--- src/logic/lvm_pkg.sv ---
// Package for the low-voltage monitor: register map, bit fields, reset values and timing.
// Assumes a 250 MHz system clock; used by every file of the block.
package lvm_pkg;
    // Clock
    localparam int unsigned CLK_PERIOD_NS = 4;

    // Times, in ns; both are least times and round up
    localparam int unsigned FLAG_DELAY_NS    = 60000;
    localparam int unsigned SETTLE_NS        = 150000;
    localparam int unsigned FLAG_DELAY_CYC   = (FLAG_DELAY_NS + CLK_PERIOD_NS - 1) / CLK_PERIOD_NS;
    localparam int unsigned SETTLE_CYC       = (SETTLE_NS + CLK_PERIOD_NS - 1) / CLK_PERIOD_NS;
    localparam int unsigned CNT_W            = 16;

    // Register byte addresses
    localparam logic [11:0] ADDR_CTRL = 12'h000;
    localparam logic [11:0] ADDR_IRQ  = 12'h004;

    // low_voltage_control fields
    localparam int unsigned CTRL_SEL_LSB = 0;
    localparam int unsigned CTRL_SEL_W   = 3;
    localparam int unsigned CTRL_REF_BIT = 3;
    localparam int unsigned CTRL_EN_BIT  = 4;
    localparam int unsigned CTRL_DET_BIT = 5;
    localparam logic [7:0]  CTRL_RESET   = 8'h00;
    localparam logic [2:0]  SEL_EXTERNAL = 3'h0;

    // Interrupt control fields
    localparam int unsigned IRQ_GIE_BIT    = 0;
    localparam int unsigned IRQ_LVIEN_BIT  = 1;
    localparam int unsigned IRQ_MFE_BIT    = 2;
    localparam int unsigned IRQ_LVREQ_BIT  = 3;
    localparam int unsigned IRQ_MFF_BIT    = 4;
    localparam int unsigned IRQ_SETTLE_BIT = 5;
    localparam logic [7:0]  IRQ_RESET      = 8'h00;
endpackage

--- src/logic/lvm_sync.sv ---
// Two-stage synchroniser for one asynchronous level.
// Assumes the input is a raw comparator or pin level.
`timescale 1ns/100ps
module lvm_sync
    import lvm_pkg::*;
(
    // Clock and reset
    input  wire logic mclk,
    input  wire logic rst,
    // Level
    input  wire logic asyncIn,
    output logic      syncOut
);
    typedef struct packed {
        logic stage1;
        logic stage2;
    } lvm_sync_t;

    lvm_sync_t state_reg;
    lvm_sync_t state_next;

    // First stage feeds only the second stage
    always_comb begin
        state_next        = state_reg;
        state_next.stage1 = asyncIn;
        state_next.stage2 = state_reg.stage1;
    end

    always_ff @(posedge mclk) begin
        if (rst) begin
            state_reg <= '0;
        end else begin
            state_reg <= state_next;
        end
    end

    assign syncOut = state_reg.stage2;
endmodule // lvm_sync

--- src/logic/lvm_delay.sv ---
// Run-and-hold delay counter: done rises once run has stood for limit cycles.
// Assumes run is a synchronous level; dropping run restarts the count.
`timescale 1ns/100ps
module lvm_delay
    import lvm_pkg::*;
(
    // Clock and reset
    input  wire logic             mclk,
    input  wire logic             rst,
    // Control
    input  wire logic             run,
    input  wire logic [CNT_W-1:0] limit,
    // Status
    output logic                  done,
    output logic                  donePulse
);
    typedef struct packed {
        logic [CNT_W-1:0] count;
        logic             done;
        logic             pulse;
    } lvm_delay_t;

    lvm_delay_t state_reg;
    lvm_delay_t state_next;

    always_comb begin
        state_next       = state_reg;
        state_next.pulse = 1'b0;
        if (!run) begin
            state_next.count = '0;
            state_next.done  = 1'b0;
        end else if (!state_reg.done) begin
            state_next.count = state_reg.count + 1'b1;
            if (state_next.count >= limit) begin
                state_next.done  = 1'b1;
                state_next.pulse = 1'b1;
            end
        end
    end

    always_ff @(posedge mclk) begin
        if (rst) begin
            state_reg <= '0;
        end else begin
            state_reg <= state_next;
        end
    end

    assign done      = state_reg.done;
    assign donePulse = state_reg.pulse;
endmodule // lvm_delay

--- src/logic/lvm_top.sv ---
// Low-voltage monitor control: control register, delayed request flag, combined interrupt and wake-up.
// Assumes an APB master on mclk, an analog comparator outside, and a core that stacks the PC.
//
// How it works
// - Low detection sets the low-voltage request flag
// - Vector needs all enables, stack room, request
// - Service clears global enable, combined flag only
// - Rising request flag wakes from sleep/idle
// - Set request flag holds until software clears it; service leaves it
// - Interrupt entry pushes only the PC
// - Reenabling return sets global enable; plain leaves
// - Bits 7,6 zero; status read-only; reset zero
// - Bit 5 reads detected low voltage
// - Bit 4 switches detector on or off
// - Reference on: detector, reset monitor, bit 3
// - Code 000 external input, others supply levels
// - Detector off during sleep mode
// - Request flag set after flag delay
// - Repeated status toggles restart the delay
// - Low-voltage request wakes from idle
// - Combined flag set by any included source
`timescale 1ns/100ps
module lvm_top
    import lvm_pkg::*;
#(
    parameter int unsigned FLAG_CYCLES   = FLAG_DELAY_CYC,
    parameter int unsigned SETTLE_CYCLES = SETTLE_CYC
)
(
    // Clock and reset
    input  wire logic        mclk,
    input  wire logic        rst,
    // APB slave
    input  wire logic        psel,
    input  wire logic        penable,
    input  wire logic        pwrite,
    input  wire logic [11:0] paddr,
    input  wire logic [31:0] pwdata,
    output logic      [31:0] prdata,
    output logic             pready,
    output logic             pslverr,
    // Analog detector
    input  wire logic        comparatorLow,
    output logic             detectorOn,
    output logic             referenceOn,
    output logic [2:0]       thresholdSel,
    output logic             senseExternal,
    // Core and power manager
    input  wire logic        lowResetOn,
    input  wire logic        sleepMode,
    input  wire logic        idleMode,
    input  wire logic        stackFull,
    input  wire logic        serviceAck,
    input  wire logic        retInstr,
    input  wire logic        retReenable,
    input  wire logic        otherSourceRise,
    output logic             vectorRequest,
    output logic             pushPcOnly,
    output logic             wakeUp
);
    typedef struct packed {
        logic [2:0]  sel;
        logic        refBit;
        logic        enBit;
        logic        gie;
        logic        lvIrqEn;
        logic        mfe;
        logic        lvReq;
        logic        mff;
        logic [31:0] rdata;
        logic        ready;
        logic        slverr;
        logic        detOn;
        logic        refOn;
        logic        vecReq;
        logic        pushPc;
        logic        wake;
        logic        senseExt;
        logic [CNT_W-1:0] detRun;
    } lvm_state_t;

    lvm_state_t state_reg;
    lvm_state_t state_next;

    logic             lowSync;
    logic             detected;
    logic             flagDone;
    logic             flagRise;
    logic             settled;
    logic             setupPhase;
    logic             writeTaken;
    logic             hitCtrl;
    logic             hitIrq;
    logic [7:0]       ctrlRead;
    logic [7:0]       irqRead;
    logic [CNT_W-1:0] flagLimit;
    logic [CNT_W-1:0] settleLimit;

    assign flagLimit   = CNT_W'(FLAG_CYCLES);
    assign settleLimit = CNT_W'(SETTLE_CYCLES);

    // Comparator output is asynchronous to mclk
    lvm_sync u_sync (
        .mclk    (mclk),
        .rst     (rst),
        .asyncIn (comparatorLow),
        .syncOut (lowSync)
    );

    // Status reads zero whenever the detector is powered down
    assign detected = lowSync & state_reg.detOn;

    // Any drop of the status restarts the count, so chatter near the threshold cannot
    // shorten the delay
    lvm_delay u_flagDelay (
        .mclk      (mclk),
        .rst       (rst),
        .run       (detected),
        .limit     (flagLimit),
        .done      (flagDone),
        .donePulse (flagRise)
    );

    // Settle only reports readiness; software decides when to trust the status
    lvm_delay u_settle (
        .mclk      (mclk),
        .rst       (rst),
        .run       (state_reg.detOn),
        .limit     (settleLimit),
        .done      (settled),
        .donePulse ()
    );

    // APB decode
    assign setupPhase = psel & ~penable;
    assign writeTaken = psel & penable & pwrite & state_reg.ready;
    assign hitCtrl    = (paddr == ADDR_CTRL);
    assign hitIrq     = (paddr == ADDR_IRQ);

    always_comb begin
        ctrlRead                                  = CTRL_RESET;
        ctrlRead[CTRL_SEL_LSB +: CTRL_SEL_W]      = state_reg.sel;
        ctrlRead[CTRL_REF_BIT]                    = state_reg.refBit;
        ctrlRead[CTRL_EN_BIT]                     = state_reg.enBit;
        ctrlRead[CTRL_DET_BIT]                    = detected;
        irqRead                                   = IRQ_RESET;
        irqRead[IRQ_GIE_BIT]                      = state_reg.gie;
        irqRead[IRQ_LVIEN_BIT]                    = state_reg.lvIrqEn;
        irqRead[IRQ_MFE_BIT]                      = state_reg.mfe;
        irqRead[IRQ_LVREQ_BIT]                    = state_reg.lvReq;
        irqRead[IRQ_MFF_BIT]                      = state_reg.mff;
        irqRead[IRQ_SETTLE_BIT]                   = settled;
    end

    always_comb begin
        state_next        = state_reg;
        state_next.ready  = setupPhase;
        state_next.pushPc = 1'b0;
        state_next.wake   = 1'b0;

        // Read data and error are prepared in the setup cycle for a zero-wait access
        if (setupPhase) begin
            state_next.slverr = ~(hitCtrl | hitIrq);
            if (hitCtrl) begin
                state_next.rdata = {24'h000000, ctrlRead};
            end else if (hitIrq) begin
                state_next.rdata = {24'h000000, irqRead};
            end else begin
                state_next.rdata = 32'h00000000;
            end
        end

        // Software writes; bit 5 of control is read-only
        if (writeTaken && !state_reg.slverr) begin
            if (hitCtrl) begin
                state_next.sel    = pwdata[CTRL_SEL_LSB +: CTRL_SEL_W];
                state_next.refBit = pwdata[CTRL_REF_BIT];
                state_next.enBit  = pwdata[CTRL_EN_BIT];
            end else if (hitIrq) begin
                state_next.gie = pwdata[IRQ_GIE_BIT];
                state_next.lvIrqEn = pwdata[IRQ_LVIEN_BIT];
                state_next.mfe     = pwdata[IRQ_MFE_BIT];
                state_next.lvReq   = pwdata[IRQ_LVREQ_BIT];
                state_next.mff = pwdata[IRQ_MFF_BIT];
            end
        end

        // Return instructions
        if (retReenable) begin
            state_next.gie = 1'b1;
        end

        // Vector taken: core stacks the PC only; the source flag is left for software
        if (serviceAck && state_reg.vecReq) begin
            state_next.gie    = 1'b0;
            state_next.mff    = 1'b0;
            state_next.pushPc = 1'b1;
        end

        // Hardware sets come last so a same-cycle clear cannot lose an event
        if (flagRise) begin
            state_next.lvReq = 1'b1;
        end
        if ((flagRise && state_reg.lvIrqEn) || otherSourceRise) begin
            state_next.mff = 1'b1;
        end

        // Sleep gates the detector whatever the enable bit says
        state_next.detOn = state_next.enBit & ~sleepMode;
        state_next.refOn = state_next.enBit | lowResetOn | state_next.refBit;
        state_next.senseExt = (state_next.sel == SEL_EXTERNAL);

        // Run length of the detected status, kept only for the delay check
        if (!detected) begin
            state_next.detRun = '0;
        end else if (state_reg.detRun != {CNT_W{1'b1}}) begin
            state_next.detRun = state_reg.detRun + 1'b1;
        end

        // Low voltage reaches the vector only through the combined flag, set under its enable
        state_next.vecReq = state_next.gie & state_next.mfe & state_next.mff & ~stackFull
                          & ~(serviceAck & state_reg.vecReq);

        // Wake-up ignores every enable bit
        if ((sleepMode || idleMode)
            && ((state_next.lvReq && !state_reg.lvReq) || (state_next.mff && !state_reg.mff))) begin
            state_next.wake = 1'b1;
        end
    end

    always_ff @(posedge mclk) begin
        if (rst) begin
            state_reg <= '{senseExt: 1'b1, default: '0};
        end else begin
            state_reg <= state_next;
        end
    end

    // Outputs straight from flip-flops
    assign prdata        = state_reg.rdata;
    assign pready        = state_reg.ready;
    assign pslverr       = state_reg.slverr;
    assign detectorOn    = state_reg.detOn;
    assign referenceOn   = state_reg.refOn;
    assign thresholdSel  = state_reg.sel;
    assign senseExternal = state_reg.senseExt;
    assign vectorRequest = state_reg.vecReq;
    assign pushPcOnly    = state_reg.pushPc;
    assign wakeUp        = state_reg.wake;
endmodule // lvm_top

--- config.mk ---
export PLATFORM = sky130hd
export DESIGN_NAME = lvm_top
export DESIGN_NICKNAME = d
export VERILOG_FILES = /design/src/logic/lvm_pkg.sv /design/src/logic/lvm_sync.sv /design/src/logic/lvm_delay.sv /design/src/logic/lvm_top.sv
export SDC_FILE = /design/constraint.sdc
export NUM_CORES = 1
export LEC_CHECK = 0
export ABC_CLOCK_PERIOD_IN_PS = 3990
export BUFFER_PORTS_ARGS = -buffer_cell sky130_fd_sc_hd__buf_4
export CAP_MARGIN = 20
export CORE_ASPECT_RATIO = 1.75
export CORE_MARGIN = 10
export CORE_UTILIZATION = 45
export DETAILED_ROUTE_END_ITERATION = 7
export PLACE_DENSITY_LB_ADDON = 0.3
export SLEW_MARGIN = 0
export SYNTH_ARGS = -nofsm -noshare
export SYNTH_HDL_FRONTEND = slang
export SYNTH_SLANG_ARGS = --single-unit
--- constraint.sdc ---
create_clock -name mclk -period 3.99 [get_ports mclk]
set_input_delay 0.399 -clock mclk [delete_from_list [all_inputs] [get_ports mclk]]
set_output_delay 0.399 -clock mclk [all_outputs]
set_load 0.02 [all_outputs]
==> flow_summary.yaml <==
power_and_ir_drop:
  power_w: 0.00153
  p_seq_frac: 0.407
  comb_power_share: 0.054
  p_sw_frac: 0.209
  static-leakage-power_nw: 1.47
  power.switching_w: 0.000318
  clockPowerShare: 0.539
  powerDensity_mw_per_mm2: 400
  p_int_w: 0.00121
  max-vdd-ir-drop_v: 0.000235
logic_synthesis:
  post_synth_fa_ha_maj_area_fraction: 0.0114
  ys_seq_elements: 61
  post-synth-top-area-fraction: 0.371
  synth_compound_area_frac: 0.120
  synth_area_leader: "sky130_fd_sc_hd__dfxtp_1"
  synthDistinctLibCells: 56
  synth.yosys.warnings: 0
  sequential_fraction_of_the_synthesis_area: 0.371
  synthesis.area_sq_mm: 0.00330
  ys.flop_type: "sky130_fd_sc_hd__dfxtp_1"
  synth_area_per_cell_sq_um: 8.43
  synth_most_common_cell: "sky130_fd_sc_hd__dfxtp_1"
  netlist_top_cells_area: "sky130_fd_sc_hd__dfxtp_1, sky130_fd_sc_hd__buf_4, sky130_fd_sc_hd__nor2_1"
  synthSimpleGateAreaFrac: 0.268
  synth_commonest_cells: "sky130_fd_sc_hd__dfxtp_1, sky130_fd_sc_hd__nor2_1, sky130_fd_sc_hd__buf_4"
  synth_top_family_by_area: "simple AND/OR/NAND/NOR gates"
  synth-edff-count: 0
  postSynthCellCount: 391
  mux_cell_area_share_after_synthesis: 0.0137
  asyncSetResetFlopFracSynth: 0
  synthXorXnorAreaFrac: 0.106
worst_setup_path:
  critical_path.reg2reg.endpoint: "u_flagDelay.done"
  worst_ep_arrival_time_ns: 2.21
  critical_path.cell_chain: "ha_1, a21oi_1, o31ai_1, o21ai_1, a211o_2, nand3_2, a41oi_1"
  ff2ff_setup_slack_ns: 1.95
  start_kind: "register"
  timing.critical_path.slowest_cell_delay_ns: 0.46
  cp.depth: 7
  critPathRequiredTime_ns: 4.17
  timing.rr.start: "u_flagDelay.state_reg[2]"
  crit_buf_inv: 0
  worst_setup_path_end_kind: "register"
  worstSetupPathType: "register to register"
  cp_top_family: "compound AO/OA/AOI/OAI gates"
  worstPathMaxFanout: 12
  critPathSlowestCell: "sky130_fd_sc_hd__ha_1"
  worst_setup_path_startpoint: "u_flagDelay.state_reg[2]"
  reg2reg_depth: 7
  crit_path_end: "u_flagDelay.done"
global_route:
  via_count_of_the_first_global_routing_pass: 2644
  grt_first_pass_wirelength_mm: 12.1
  grt_start_max_net_pins: 27
  initial_antenna_violation_count: 0
  gr-total-overflow: 0
  grt_use_total: 0.129
clocking:
  clock_insertion_delay_worst_skew_ns: 0.34
  cts_resized: 0
  clock-root-buffer: "sky130_fd_sc_hd__clkbuf_16"
  clock_tree_from_tritoncts: "yes"
  post_cts_hold_buffer_count: 0
  cts_sinks: 61
  cts-htree-levels: 3
  number_of_buffers_created_by_cts: 9
  post-cts-setup-buffer-count: 0
  clk_transition_reported_paths_ns: 0.05
  ctsLongestPathBuffers: 2
layout:
  final_cell_area_sq_mm: 0.00382
  area_delta_synth_final_pct: 15.9
  finish.utilization: 0.532
  n_antenna_cell: 0
  nets: 483
  ratio_of_cells_with_drive_above_1_in_the_final_layout: 0.176
floorplan:
  initial_core_util: 0.459
  die_height_microns: 133
  die_w_microns: 84.7
  fp.dieArea_sq_mm: 0.0113
  core.rowCount: 41
  design.core.area_sq_mm: 0.00718
  ios: 101
sta:
  final-hold-violation-count: 0
  timing.final.ws_setup_ns: 1.95
  maxSlewHeadroom: 0.371
  final_min_period_over_clock_period: 0.510
  worst_pin_slew_ns: 0.942
  clock.fmax_mhz: 491
  clock_skew_ns: 0.00975
  finalSetupTns_ns: 0
  setup_viol: 0
  final-max-slew-violation-count: 0
  finalCriticalPeriod_ns: 2.04
  rsz0062_at_grt: "false"
status:
  run_status: "completed"
worst_hold_path:
  worstHoldPathType: "primary input to register"
drt:
  detailedRoute.firstIterationViolations: 177
  firstDrtPassIters: 4
  drc: 0
  wl_per_cell_microns: 14.2
  postRouteAntennaNets: 0
  via_count: 2725
  final_wirelength_mm: 7.27
  avgViaCountPerCell: 5.32
placed_design:
  preCtsSetupSlack_ns: 1.84
  detailedPlacementHpwl_mm: 5.47
  dpl_cell_area_sq_mm: 0.00351
  port-buffer-count: 46
  place.gp.congestion: 0.816
flow_run:
  number_of_maximum_capacitance_violations: 0
-- layout by cell type, fill, tap and decap left out, types with 9 or more instances in the layout --
master	netlist	routed
sky130_fd_sc_hd__conb_1	1	26
sky130_fd_sc_hd__buf_4	34	46
sky130_fd_sc_hd__nor2_1	56	56
sky130_fd_sc_hd__xor2_1	22	22
sky130_fd_sc_hd__a21oi_1	14	14
sky130_fd_sc_hd__dfxtp_1	61	61
sky130_fd_sc_hd__nand3_1	22	22
sky130_fd_sc_hd__xnor2_1	18	18
sky130_fd_sc_hd__nand2_1	27	27
sky130_fd_sc_hd__clkbuf_16	0	9
sky130_fd_sc_hd__nor3_1	14	14
-- metrics by stage --
step,hold WS [ns],instances
floorplan,0.414,416
global placement,0.425,497
detailed placement,0.423,497
CTS,0.226,512
global route,0.225,512
finish,0.230,512
-- layer usage --
layer	track usage	part of all wire	wire [microns]
met1	0.122	0.38	2800
met2	0.228	0.53	3850
met3	0.0543	0.063	459
met4	0.0699	0.023	165
met5	0	0	0
-- worst min path at each step --
stage | start | endpoint | slack [ns] | cells after the start
5_1_grt | stackFull | vectorRequest | 0.23 | 2
3_3_place_gp | u_sync.state_next[0] | u_sync.syncOut | 0.42 | 1
4_1_cts | stackFull | vectorRequest | 0.23 | 2
6_report | stackFull | vectorRequest | 0.23 | 2
2_1_floorplan | u_sync.state_next[0] | u_sync.syncOut | 0.41 | 1
3_5_place_dp | u_sync.state_next[0] | u_sync.syncOut | 0.42 | 1
-- cells by family after synthesis --
logic type / after synthesis
simple gates: 169
mux: 4
buf+inv: 57
flops: 61
compound gates: 56
fa+ha+maj: 3
xor+xnor: 40
other cells: 1
-- layout make-up --
cell class / count / area [sq um]
Tap cell: 86 / 108
Clock inverter: 4 / 72.6
Sequential cell: 61 / 1220
Clock buffer: 11 / 243
Fill cell: 678 / 3360
Multi-Input combinational cell: 298 / 1810
Inverter: 6 / 22.5
Timing Repair Buffer: 46 / 345
-- power by group through the flow --
stage	Combinational [W]	Clock, W	Sequential, W
2_1_floorplan	0.0000585	0	0.000641
3_3_place_gp	0.0000811	0	0.000634
3_5_place_dp	0.0000817	0	0.000635
4_1_cts	0.0000819	0.000836	0.000622
5_1_grt	0.0000885	0.000865	0.000623
6_report	0.0000824	0.000822	0.000622
Note: power is estimated with default switching activity, not from simulation.
